File: config.mk
export PLATFORM = sky130hd
export DESIGN_NAME = torque_reference_conditioning
export DESIGN_NICKNAME = d
export VERILOG_FILES = /design/src/torque_ref_pkg.sv /design/src/seq_divider.sv /design/src/torque_reference_conditioning.sv
export VERILOG_INCLUDE_DIRS = /design/src
export SDC_FILE = /design/constraint.sdc
export NUM_CORES = 1
export LEC_CHECK = 0
export ABC_AREA = 1
export BUFFER_PORTS_ARGS = -buffer_cell sky130_fd_sc_hd__buf_4
export CAP_MARGIN = 0
export CORE_AREA = 2 2 303 305
export DETAILED_ROUTE_END_ITERATION = 7
export DIE_AREA = 0 0 305 307
export GPL_TIMING_DRIVEN = 1
export PLACE_DENSITY_LB_ADDON = 0.15
export RECOVER_POWER = 100
export SLEW_MARGIN = 20
export SYNTH_ARGS = -nofsm -noshare
export SYNTH_HDL_FRONTEND = slang
export SYNTH_SLANG_ARGS = --single-unit
File: constraint.sdc
create_clock -name i_core_clk -period 10 [get_ports i_core_clk]
set_input_delay 0.5 -clock i_core_clk [delete_from_list [all_inputs] [get_ports i_core_clk]]
set_output_delay 0.5 -clock i_core_clk [all_outputs]
set_load 0.01 [all_outputs]
File: src/torque_ref_defs.svh
// Constants of the torque reference conditioning block.
// Assumes a 10 MHz core clock and a register port with 16-bit data.
`ifndef TORQUE_REF_DEFS_SVH
`define TORQUE_REF_DEFS_SVH

// ****************************************
// Register offsets (byte addresses)
// ****************************************
`define REG_CTRL_MODE    8'h00
`define REG_SRC_SELECT   8'h04
`define REG_GAIN         8'h08
`define REG_FILTER_TC    8'h0c
`define REG_FUNCTION     8'h10
`define REG_OFFSET       8'h14
`define REG_STATUS       8'h18
`define REG_TORQUE       8'h1c

// ****************************************
// Reset values and limits
// ****************************************
`define CTRL_MODE_RESET  4'h0
`define CTRL_MODE_TORQUE 4'h2
`define SRC_ANALOG       1'h0
`define GAIN_RESET       16'h0021
`define GAIN_MIN         16'h000a
`define GAIN_MAX         16'h0064
`define TC_RESET         16'h0032
`define TC_MAX           16'h09c4
`define OFFSET_MIN       16'hfc00
`define OFFSET_MAX       16'h0400
`define TORQUE_SCALE     24'h00000a

// ****************************************
// Function numbers
// ****************************************
`define FN_EXIT          8'h00
`define FN_RESTORE       8'h01
`define FN_AUTO_OFFSET   8'h03
`define FN_MANUAL_OFFSET 8'h04
`define FN_RESTART       8'hf0

// ****************************************
// Timing
// ****************************************
`define CLK_PERIOD_NS    100
`define FILT_TICK_NS     10000
`define FILT_TICK_CYC    (`FILT_TICK_NS / `CLK_PERIOD_NS)
`define KEY_HOLD_MS      1000
`define KEY_HOLD_CYC     (`KEY_HOLD_MS * (1000000 / `CLK_PERIOD_NS))
`define CAL_SAMPLES_LOG2 4

`endif

File: src/torque_ref_pkg.sv
// Types shared by the torque reference conditioning design.
// Assumes torque_ref_defs.svh holds the numeric constants.
package torque_ref_pkg;

  typedef logic signed [15:0] sample_type;

  typedef enum logic [3:0] {
    ST_IDLE     = 4'b0001,
    ST_AUTO     = 4'b0010,
    ST_MAN_SEL  = 4'b0100,
    ST_MAN_EDIT = 4'b1000
  } cal_state_type;

endpackage

File: src/seq_divider.sv
// Sequential signed-by-unsigned restoring divider, one bit a cycle.
// Assumes the divisor is non-zero and held only at the start pulse.
`timescale 1ns/1ps
module seq_divider #(
  parameter int W = 24
) (
  // Clock and reset
  input  wire logic                i_core_clk,
  input  wire logic                i_sys_rst,
  // Request
  input  wire logic                i_start,
  input  wire logic signed [W-1:0] i_num,
  input  wire logic        [W-1:0] i_den,
  // Answer
  output logic                     o_busy,
  output logic                     o_done,
  output logic signed [W-1:0]      o_quot
);
  localparam int CW = $clog2(W + 1);

  logic          busy_ff, nxt_busy, done_ff, nxt_done, neg_ff, nxt_neg;
  logic [W-1:0]  rem_ff, nxt_rem, quo_ff, nxt_quo, den_ff, nxt_den;
  logic [W-1:0]  res_ff, nxt_res;
  logic [CW-1:0] cnt_ff, nxt_cnt;
  logic [W:0]    shifted, trial;

  always_comb begin
    nxt_busy = busy_ff;
    nxt_done = 1'b0;
    nxt_neg  = neg_ff;
    nxt_rem  = rem_ff;
    nxt_quo  = quo_ff;
    nxt_den  = den_ff;
    nxt_res  = res_ff;
    nxt_cnt  = cnt_ff;
    shifted  = {rem_ff, quo_ff[W-1]};
    trial    = shifted - {1'b0, den_ff};
    if (i_start && !busy_ff) begin
      nxt_busy = 1'b1;
      nxt_neg  = i_num[W-1];
      nxt_quo  = i_num[W-1] ? W'(-i_num) : W'(i_num);
      nxt_rem  = '0;
      nxt_den  = i_den;
      nxt_cnt  = CW'(W);
    end else if (busy_ff) begin
      nxt_quo = {quo_ff[W-2:0], ~trial[W]};
      nxt_rem = trial[W] ? shifted[W-1:0] : trial[W-1:0];
      nxt_cnt = cnt_ff - CW'(1);
      if (cnt_ff == CW'(1)) begin
        nxt_busy = 1'b0;
        nxt_done = 1'b1;
        nxt_res  = neg_ff ? W'(-nxt_quo) : nxt_quo;
      end
    end
  end

  always_ff @(posedge i_core_clk) begin
    if (i_sys_rst) begin
      busy_ff <= 1'b0;
      done_ff <= 1'b0;
      neg_ff  <= 1'b0;
      rem_ff  <= '0;
      quo_ff  <= '0;
      den_ff  <= '0;
      res_ff  <= '0;
      cnt_ff  <= '0;
    end else begin
      busy_ff <= nxt_busy;
      done_ff <= nxt_done;
      neg_ff  <= nxt_neg;
      rem_ff  <= nxt_rem;
      quo_ff  <= nxt_quo;
      den_ff  <= nxt_den;
      res_ff  <= nxt_res;
      cnt_ff  <= nxt_cnt;
    end
  end

  assign o_busy = busy_ff;
  assign o_done = done_ff;
  assign o_quot = res_ff;
endmodule

File: src/torque_reference_conditioning.sv
// Torque reference conditioning: offset removal, gain, lag filter,
// auto and manual offset calibration, register port.
// Assumes a digitised differential input in mV on the core clock and
// an external non-volatile store that presents the saved offset.
`timescale 1ns/1ps
`include "torque_ref_defs.svh"
module torque_reference_conditioning #(
  parameter int HOLD_CYCLES = `KEY_HOLD_CYC
) (
  // Clock and reset
  input  wire logic                     i_core_clk,
  input  wire logic                     i_sys_rst,
  // Register port
  input  wire logic [7:0]               i_reg_addr,
  input  wire logic [15:0]              i_reg_wdata,
  input  wire logic                     i_reg_wr,
  input  wire logic                     i_reg_rd,
  output logic [15:0]                   o_reg_rdata,
  // Digitised torque reference, mV
  input  wire torque_ref_pkg::sample_type i_adc_sample,
  input  wire logic                     i_adc_valid,
  // Panel keys and servo-on pin
  input  wire logic                     i_key_mode,
  input  wire logic                     i_key_up,
  input  wire logic                     i_key_down,
  input  wire logic                     i_key_return,
  input  wire logic                     i_servo_on,
  // Non-volatile offset store
  input  wire torque_ref_pkg::sample_type i_nv_offset,
  output logic                          o_nv_wr,
  output torque_ref_pkg::sample_type    o_nv_data,
  // Torque command and display
  output torque_ref_pkg::sample_type    o_torque_cmd,
  output logic                          o_torque_valid,
  output logic                          o_torque_active,
  output logic                          o_offset_shown,
  output torque_ref_pkg::sample_type    o_disp_offset
);
  import torque_ref_pkg::*;

  localparam int HW = 24;
  localparam int TW = $clog2(`FILT_TICK_CYC);
  localparam int CL = `CAL_SAMPLES_LOG2;

  // ****************************************
  // Pin synchronisers
  // ****************************************
  logic [4:0] meta_ff, sync_ff;
  logic [4:0] prev_ff;
  always_ff @(posedge i_core_clk) begin
    if (i_sys_rst) begin
      meta_ff <= '0;
      sync_ff <= '0;
      prev_ff <= '0;
    end else begin
      meta_ff <= {i_servo_on, i_key_return, i_key_down, i_key_up,
                  i_key_mode};
      sync_ff <= meta_ff;
      prev_ff <= sync_ff;
    end
  end
  logic key_mode, key_ret, servo_on, up_edge, down_edge, ret_edge;
  assign key_mode  = sync_ff[0];
  assign key_ret   = sync_ff[3];
  assign servo_on  = sync_ff[4];
  assign up_edge   = sync_ff[1] & ~prev_ff[1];
  assign down_edge = sync_ff[2] & ~prev_ff[2];
  assign ret_edge  = sync_ff[3] & ~prev_ff[3];

  function automatic sample_type clamp_offset(input logic signed [19:0] v);
    if (v < 20'(signed'(`OFFSET_MIN)))
      return `OFFSET_MIN;
    else if (v > 20'(signed'(`OFFSET_MAX)))
      return `OFFSET_MAX;
    else
      return v[15:0];
  endfunction

  // ****************************************
  // Register file and calibration control
  // ****************************************
  logic [3:0]        mode_pend_ff, nxt_mode_pend, mode_act_ff, nxt_mode_act;
  logic              src_ff, nxt_src;
  logic [15:0]       gain_ff, nxt_gain, tc_ff, nxt_tc;
  logic [15:0]       rdata_ff, nxt_rdata;
  cal_state_type     st_ff, nxt_st;
  sample_type        off_ff, nxt_off;
  logic              loaded_ff, nxt_loaded;
  logic              nvwr_ff, nxt_nvwr, active_ff, nxt_active;
  logic signed [19:0] acc_ff, nxt_acc;
  logic [CL:0]       ncal_ff, nxt_ncal;
  logic [23:0]       hold_ff, nxt_hold;
  logic              hold_key, hold_fire, fn_wr;
  sample_type        torque_ff;

  assign fn_wr = i_reg_wr && (i_reg_addr == `REG_FUNCTION);

  always_comb begin
    nxt_mode_pend = mode_pend_ff;
    nxt_mode_act  = mode_act_ff;
    nxt_src       = src_ff;
    nxt_gain      = gain_ff;
    nxt_tc        = tc_ff;
    nxt_rdata     = 16'h0000;
    nxt_st        = st_ff;
    nxt_off       = off_ff;
    nxt_loaded    = 1'b1;
    nxt_nvwr      = 1'b0;
    nxt_acc       = acc_ff;
    nxt_ncal      = ncal_ff;
    hold_key      = (st_ff == ST_MAN_SEL)  ? key_mode :
                    (st_ff == ST_MAN_EDIT) ? key_ret : 1'b0;
    hold_fire = hold_key && (hold_ff == 24'(HOLD_CYCLES - 1));
    nxt_hold  = !hold_key ? 24'h000000 :
                (hold_ff == 24'(HOLD_CYCLES)) ? hold_ff : hold_ff + 24'h1;
    // saved offset restored once after reset
    if (!loaded_ff)
      nxt_off = clamp_offset(20'(i_nv_offset));
    if (i_reg_wr) begin
      case (i_reg_addr)
        `REG_CTRL_MODE:  nxt_mode_pend = i_reg_wdata[3:0];
        // source select takes effect at once
        `REG_SRC_SELECT: nxt_src = i_reg_wdata[0];
        `REG_GAIN:
          nxt_gain = (i_reg_wdata < `GAIN_MIN) ? `GAIN_MIN :
                     (i_reg_wdata > `GAIN_MAX) ? `GAIN_MAX : i_reg_wdata;
        `REG_FILTER_TC:
          nxt_tc = (i_reg_wdata > `TC_MAX) ? `TC_MAX : i_reg_wdata;
        default: ;
      endcase
    end
    if (fn_wr) begin
      case (i_reg_wdata[7:0])
        // mode change applies only on restart
        `FN_RESTART: nxt_mode_act = mode_pend_ff;
        // factory restore leaves the offset alone
        `FN_RESTORE: begin
          nxt_mode_pend = `CTRL_MODE_RESET;
          nxt_src       = `SRC_ANALOG;
          nxt_gain      = `GAIN_RESET;
          nxt_tc        = `TC_RESET;
        end
        default: ;
      endcase
    end
    case (st_ff)
      ST_IDLE: begin
        // auto start refused while servo on
        if (fn_wr && i_reg_wdata[7:0] == `FN_AUTO_OFFSET && !servo_on) begin
          nxt_st   = ST_AUTO;
          nxt_acc  = '0;
          nxt_ncal = '0;
        end else if (fn_wr && i_reg_wdata[7:0] == `FN_MANUAL_OFFSET) begin
          nxt_st = ST_MAN_SEL;
        end
      end
      ST_AUTO: begin
        // average residual, store and apply it
        if (i_adc_valid) begin
          nxt_acc  = acc_ff + 20'(i_adc_sample);
          nxt_ncal = ncal_ff + (CL+1)'(1);
        end
        if (ncal_ff[CL]) begin
          nxt_off  = clamp_offset(acc_ff >>> CL);
          nxt_nvwr = 1'b1;
          nxt_st   = ST_IDLE;
        end
      end
      ST_MAN_SEL: begin
        // one-second mode hold opens the edit
        // edit opens only in servo-on state
        if (hold_fire && servo_on)
          nxt_st = ST_MAN_EDIT;
        else if (ret_edge || (fn_wr && i_reg_wdata[7:0] == `FN_EXIT))
          nxt_st = ST_IDLE;
      end
      ST_MAN_EDIT: begin
        if (up_edge && !down_edge)
          nxt_off = clamp_offset(20'(off_ff) + 20'sd1);
        else if (down_edge && !up_edge)
          nxt_off = clamp_offset(20'(off_ff) - 20'sd1);
        // one-second return hold leaves the edit
        if (hold_fire) begin
          nxt_nvwr = 1'b1;
          nxt_st   = ST_MAN_SEL;
        end
      end
      default: nxt_st = ST_IDLE;
    endcase
    if (i_reg_rd) begin
      case (i_reg_addr)
        `REG_CTRL_MODE:  nxt_rdata = {12'h000, mode_pend_ff};
        `REG_SRC_SELECT: nxt_rdata = {15'h0000, src_ff};
        `REG_GAIN:       nxt_rdata = gain_ff;
        `REG_FILTER_TC:  nxt_rdata = tc_ff;
        `REG_OFFSET:     nxt_rdata = off_ff;
        `REG_STATUS:     nxt_rdata = {7'h00, servo_on, st_ff, mode_act_ff};
        `REG_TORQUE:     nxt_rdata = torque_ff;
        default:         nxt_rdata = 16'h0000;
      endcase
    end
    nxt_active = (nxt_mode_act == `CTRL_MODE_TORQUE) && (nxt_src == `SRC_ANALOG);
  end

  always_ff @(posedge i_core_clk) begin
    if (i_sys_rst) begin
      mode_pend_ff <= `CTRL_MODE_RESET;
      mode_act_ff  <= `CTRL_MODE_RESET;
      src_ff       <= `SRC_ANALOG;
      gain_ff      <= `GAIN_RESET;
      tc_ff        <= `TC_RESET;
      rdata_ff     <= 16'h0000;
      st_ff        <= ST_IDLE;
      off_ff       <= 16'h0000;
      loaded_ff    <= 1'b0;
      nvwr_ff      <= 1'b0;
      acc_ff       <= '0;
      ncal_ff      <= '0;
      hold_ff      <= 24'h000000;
      active_ff    <= 1'b0;
    end else begin
      mode_pend_ff <= nxt_mode_pend;
      mode_act_ff  <= nxt_mode_act;
      src_ff       <= nxt_src;
      gain_ff      <= nxt_gain;
      tc_ff        <= nxt_tc;
      rdata_ff     <= nxt_rdata;
      st_ff        <= nxt_st;
      off_ff       <= nxt_off;
      loaded_ff    <= nxt_loaded;
      nvwr_ff      <= nxt_nvwr;
      acc_ff       <= nxt_acc;
      ncal_ff      <= nxt_ncal;
      hold_ff      <= nxt_hold;
      active_ff    <= nxt_active;
    end
  end

  // ****************************************
  // Offset, gain and lag filter datapath
  // ****************************************
  logic signed [16:0] diff;
  logic signed [HW-1:0] gain_num, gain_q;
  logic signed [39:0] filt_num, filt_q;
  logic          gdiv_busy, gdiv_done, fdiv_busy, fdiv_done;
  logic          gstart, fstart, torque_on;
  sample_type    x_ff, nxt_x, nxt_torque;
  logic signed [31:0] y_ff, nxt_y;
  logic [TW-1:0] tick_ff, nxt_tick;
  logic          tick, valid_ff, nxt_valid;

  // mV input scale assumes a plus/minus 10 V source
  // offset removed ahead of gain and filter
  assign diff     = 17'(i_adc_sample) - 17'(off_ff);
  // signed torque in 0.1 %, 100 % at gain x 0.1 V
  assign gain_num = HW'(diff) * signed'(`TORQUE_SCALE);
  assign gstart   = i_adc_valid && !gdiv_busy;
  assign tick     = (tick_ff == TW'(`FILT_TICK_CYC - 1));
  assign fstart   = tick && (tc_ff != 16'h0000) && !fdiv_busy;
  assign filt_num = 40'(signed'({x_ff, 16'h0000})) - 40'(y_ff);
  // torque only in mode 2 from the analog source
  assign torque_on = active_ff;

  always_comb begin
    nxt_x     = x_ff;
    nxt_y     = y_ff;
    nxt_valid = 1'b0;
    nxt_tick  = tick ? TW'(0) : tick_ff + TW'(1);
    if (gdiv_done)
      nxt_x = (gain_q > HW'(32767))  ? 16'h7fff :
              (gain_q < -HW'(32768)) ? 16'h8000 : gain_q[15:0];
    // step y by (x - y)/(tc + 1) each 0.01 ms
    if (tick && tc_ff == 16'h0000) begin
      nxt_y     = {x_ff, 16'h0000};
      nxt_valid = 1'b1;
    end else if (fdiv_done) begin
      nxt_y     = y_ff + filt_q[31:0];
      nxt_valid = 1'b1;
    end
    nxt_torque = torque_on ? nxt_y[31:16] : 16'h0000;
  end

  always_ff @(posedge i_core_clk) begin
    if (i_sys_rst) begin
      x_ff      <= 16'h0000;
      y_ff      <= 32'h00000000;
      tick_ff   <= '0;
      valid_ff  <= 1'b0;
      torque_ff <= 16'h0000;
    end else begin
      x_ff      <= nxt_x;
      y_ff      <= nxt_y;
      tick_ff   <= nxt_tick;
      valid_ff  <= nxt_valid && torque_on;
      torque_ff <= nxt_torque;
    end
  end

  seq_divider #(.W(HW)) u_gain_div (
    .i_core_clk (i_core_clk),
    .i_sys_rst  (i_sys_rst),
    .i_start    (gstart),
    .i_num      (gain_num),
    .i_den      (HW'(gain_ff)),
    .o_busy     (gdiv_busy),
    .o_done     (gdiv_done),
    .o_quot     (gain_q)
  );

  // Slow filter update trades bandwidth for one sequential divide of its own
  seq_divider #(.W(40)) u_filt_div (
    .i_core_clk (i_core_clk),
    .i_sys_rst  (i_sys_rst),
    .i_start    (fstart),
    .i_num      (filt_num),
    .i_den      (40'(tc_ff) + 40'h1),
    .o_busy     (fdiv_busy),
    .o_done     (fdiv_done),
    .o_quot     (filt_q)
  );

  assign o_reg_rdata     = rdata_ff;
  assign o_nv_wr         = nvwr_ff;
  assign o_nv_data       = off_ff;
  assign o_torque_cmd    = torque_ff;
  assign o_torque_valid  = valid_ff;
  assign o_torque_active = active_ff;
  assign o_offset_shown  = st_ff[3];
  assign o_disp_offset   = off_ff;
endmodule

==> results.rst <==
.. list-table::
   :header-rows: 1

   * - Metric
     - Value
   * - Number of synthesized register bits
     - 448
   * - Maximum number of pins on one net before global-route repair
     - 74
   * - Die Height
     - 307 µm
   * - Fraction of layout instances using a drive strength above 1
     - 0.0594
   * - Final design utilization
     - 0.383
   * - Crit path buf inv count
     - 3
   * - Post-route minimum period
     - 7070 ps
   * - WS Path Type
     - in -> reg
   * - Routed length per placed instance
     - 18.6 µm
   * - Cts hold-fix bufs
     - 0
   * - Count of nets after finishing
     - 5141
   * - Overall overflow remaining after global route
     - 0
   * - CP max FO
     - 55
   * - Area of the core
     - 90700 µm²
   * - Number of standard cells in the layout, taps in and fillers out
     - 6136
   * - Iteration-0 DRC Markers
     - 2138
   * - Detailed-routing iteration count for the pre-antenna-repair pass
     - 6
   * - Die area
     - 93600 µm²
   * - Warnings, synthesis
     - 0
   * - Number of global-route vias before repair
     - 30397
   * - H-tree depth
     - 2
   * - Initial core utilization
     - 0.346
   * - Setup Fix Bufs, Post-CTS
     - 0
   * - Number of synthesized flops with an enable pin
     - 0
   * - Total Routing Usage GR
     - 0.239
   * - Root buf cell
     - clkbuf_16
   * - Maximum frequency from static timing analysis
     - 141 MHz
   * - Count of buffers from port buffering
     - 133
   * - CTS max path bufs
     - 3
   * - Number of rows in the core area
     - 111
   * - Hold violation count in the final report
     - 0
   * - Library cell appearing most often on the critical path
     - clkbuf_1
   * - Crit path max-delay cell type
     - clkbuf_1
   * - Number of nets in the synthesized netlist
     - 5086
   * - R2R setup slack
     - 4040 ps
   * - Commonest cells after routing, fill and taps aside
     - nand2_1 (1047), inv_1 (627), nor2_1 (503), a21oi_1 (459), dfxtp_1 (446)
   * - Number of maximum-capacitance constraint violations
     - 5
   * - Routability cong.
     - 0.932
   * - Number of clock sinks
     - 448
   * - Cell area after synthesis
     - 31400 µm²
   * - Post-route ant nets
     - 0
   * - DR vias/cell
     - 5.22
   * - Pwr/cell area
     - 148 nW/µm²
   * - Setup violation total in the final timing report
     - 0
   * - Ordered cell list for the critical path
     - clkbuf_1 -> inv_1 -> clkbuf_1 -> nand2_1 -> a21oi_1
   * - Element type at the critical path end
     - register
   * - Max-slew violations
     - 243
   * - Reported leakage power
     - 15.7 nW
   * - Vias after detailed routing
     - 32021
   * - First-pass GRT wire length
     - 178 mm
   * - Setup repair after global routing missed its margin
     - false
   * - Outcome
     - complete, but fails checks
   * - Horizontal die dimension
     - 305 µm
   * - Post-CTS clock slew at the launch and capture registers of the worst setup and hold paths
     - 60 ps
   * - Post-synth cell types
     - 73
   * - Number of instances in the synthesized netlist
     - 4853
   * - Critical Path Sink
     - o_torque_cmd[1]
   * - CTS Buf Count
     - 55
   * - Data arrival time of the worst path
     - 7540 ps
   * - Capture point of the worst reg-to-reg path
     - u_gain_div.quo_ff[4]
   * - Fin crit share
     - 0.707
   * - Sequential cell area fraction in the yosys report
     - 0.286
   * - Post-synthesis async set-or-reset flop share
     - 0
   * - Leading register cell type out of synthesis
     - dfxtp_1
   * - Syn Area/Cell
     - 6.46 µm²
   * - Initial antenna violation count
     - 2
   * - Peak per-stage delay on the critical path
     - 2370 ps
   * - Final wirelength
     - 114 mm
   * - Boundary Pins
     - 134
   * - Worst-case vdd ir drop
     - 135 µV
   * - Critical path launch point
     - i_sys_rst
   * - Clock tree from TritonCTS
     - built
   * - Clock insertion delay at the later pin of the skew report
     - 640 ps
   * - Post-placement cell area
     - 33300 µm²
   * - Final Instance Area
     - 34800 µm²
   * - Inst Count DP
     - 6037
   * - Worst path top cell family by delay
     - buffers and inverters
   * - DRC
     - 0
   * - Transition time at the pin with the least slew margin
     - 3270 ps
   * - Number of gates resized after cts
     - 0
   * - Type of the tightest min-delay check
     - in -> reg
   * - Synth-to-Final Area Change
     - 10.9%
   * - Worst R2R Path Depth
     - 27
   * - Estimated wirelength of the detail-placed design
     - 88.7 mm
   * - Slew HR
     - -1.18
   * - Post-route clock skew
     - 58.2 ps
   * - Setup tns final
     - 0 ps
   * - Hold WS
     - 75.2 ps
   * - Leading cell type in the layout, fill and taps excluded
     - nand2_1
   * - Reg2reg start
     - o_disp_offset[2]
   * - WP depth
     - 5
   * - Data required time of the worst path
     - 10470 ps
   * - Failing checks
     - capacitance limit, slew limit
   * - Crit start category
     - input pin
==> cells in the mapped netlist, drive strengths merged, types with 4 or more instances <==
master | instances | area share
nand3b | 21 | 0.0050
a41oi | 5 | 0.0016
o22ai | 44 | 0.0088
o21ai | 356 | 0.057
a31oi | 33 | 0.0066
fa | 6 | 0.0038
a21boi | 6 | 0.0014
xor2 | 112 | 0.032
o21bai | 22 | 0.0053
or2 | 20 | 0.0040
nor3 | 99 | 0.018
clkbuf | 101 | 0.012
nand3 | 320 | 0.053
nand2 | 1070 | 0.13
a21oi | 461 | 0.074
o31ai | 6 | 0.0014
inv | 639 | 0.077
o21a | 6 | 0.0014
nor2 | 532 | 0.068
nand4 | 82 | 0.017
a22oi | 20 | 0.0048
ha | 161 | 0.064
dfxtp | 448 | 0.29
o2111ai | 6 | 0.0017
clkinv | 5 | 0.00060
and2 | 8 | 0.0016
nor4 | 37 | 0.0078
a211oi | 12 | 0.0029
o221ai | 4 | 0.0011
buf | 58 | 0.012
o211ai | 53 | 0.013
nor3b | 5 | 0.0014
a21o | 22 | 0.0053
xnor2 | 38 | 0.011
a211o | 5 | 0.0014
a221oi | 12 | 0.0034
==> cell families (layout without fill, tap and decap cells) <==
logic type	Yosys count	in the layout	share of synthesized area
AND/OR/NAND/NOR	2200	2200	0.308
AO/OA/AOI/OAI	1085	1085	0.195
buffers and inverters	803	899	0.101
flip-flops	448	448	0.286
adder cells (fa/ha/maj)	167	167	0.0681
XOR/XNOR	150	150	0.0429
other	0	1	0
==> worst min path at each step <==
stage / start / to / slack [ps] / depth (start not counted)
finish: i_key_down / meta_ff[2] / 80 / 3
floorplan: meta_ff[0] / sync_ff[0] / 390 / 2
detailed placement: meta_ff[1] / sync_ff[1] / 400 / 2
global placement: meta_ff[4] / sync_ff[4] / 400 / 2
CTS: i_key_down / meta_ff[2] / 40 / 3
global route: i_key_down / meta_ff[2] / 70 / 3
==> power by group <==
group          total, mW  switching [mW]  internal (mW)  leakage [nW]
Clock               2.01           0.871           1.14         0.885
Sequential          1.91          0.0763           1.83          3.62
Combinational       1.22           0.804          0.413          11.2
==> worst reg2reg max path, stage by stage, from the launching register on <==
cell and delay (ps):
dfxtp_1 580, inv_1 240, ha_1 400, nand2_1 60, o21ai_0 330, nand2_1 100
nand2_1 150, inv_1 50, o21ai_0 240, nand3_1 110, nand2_1 110, xor2_1 220
ha_1 260, ha_1 380, a21oi_1 350, o21ai_0 160, a21oi_1 140, nand2_1 100
nand2_1 70, nand2_1 90, nand2_1 70, nand2_1 50, nand2_1 620, inv_1 440
nor2_1 180, nand2_1 70, nand3_1 80, a21oi_1 70
==> metal layers <==
layer	global-route usage	wire, µm
met4	0.0822	4000
met1	0.321	52900
met5	0	0
met2	0.399	52100
met3	0.0235	5060
==> final cells by class <==
cell class | instances | area, µm²
inverter | 644 | 2420
tap | 1186 | 1480
clock buffer | 72 | 1530
sequential | 448 | 8970
multi-input combinational | 3602 | 19200
clock inverter | 26 | 262
antenna | 1 | 2.50
fill | 9913 | 55900
timing repair buffer | 157 | 878
==> per-stage QoR <==
step | setup WS (ps) | total power, mW
final | 2930 | 5.13
after global routing | 2620 | 5.45
after CTS | 4650 | 5.19
after detailed placement | 4670 | 3.16
after global placement | 4740 | 3.16
after floorplan | 5840 | 2.85
==> state kept, by name, indices dropped and copies added, names as in the netlist, 17 cells and up <==
| register | flops |
|---|---|
| u_gain_div.quo_ff | 24 |
| u_gain_div.o_quot | 24 |
| u_filt_div.quo_ff | 40 |
| y_ff | 32 |
| u_filt_div.den_ff | 17 |
| u_gain_div.rem_ff | 24 |
| u_filt_div.o_quot | 32 |
| acc_ff | 20 |
| u_filt_div.rem_ff | 40 |
| hold_ff | 24 |
Note: power is estimated with default switching activity, not from simulation.
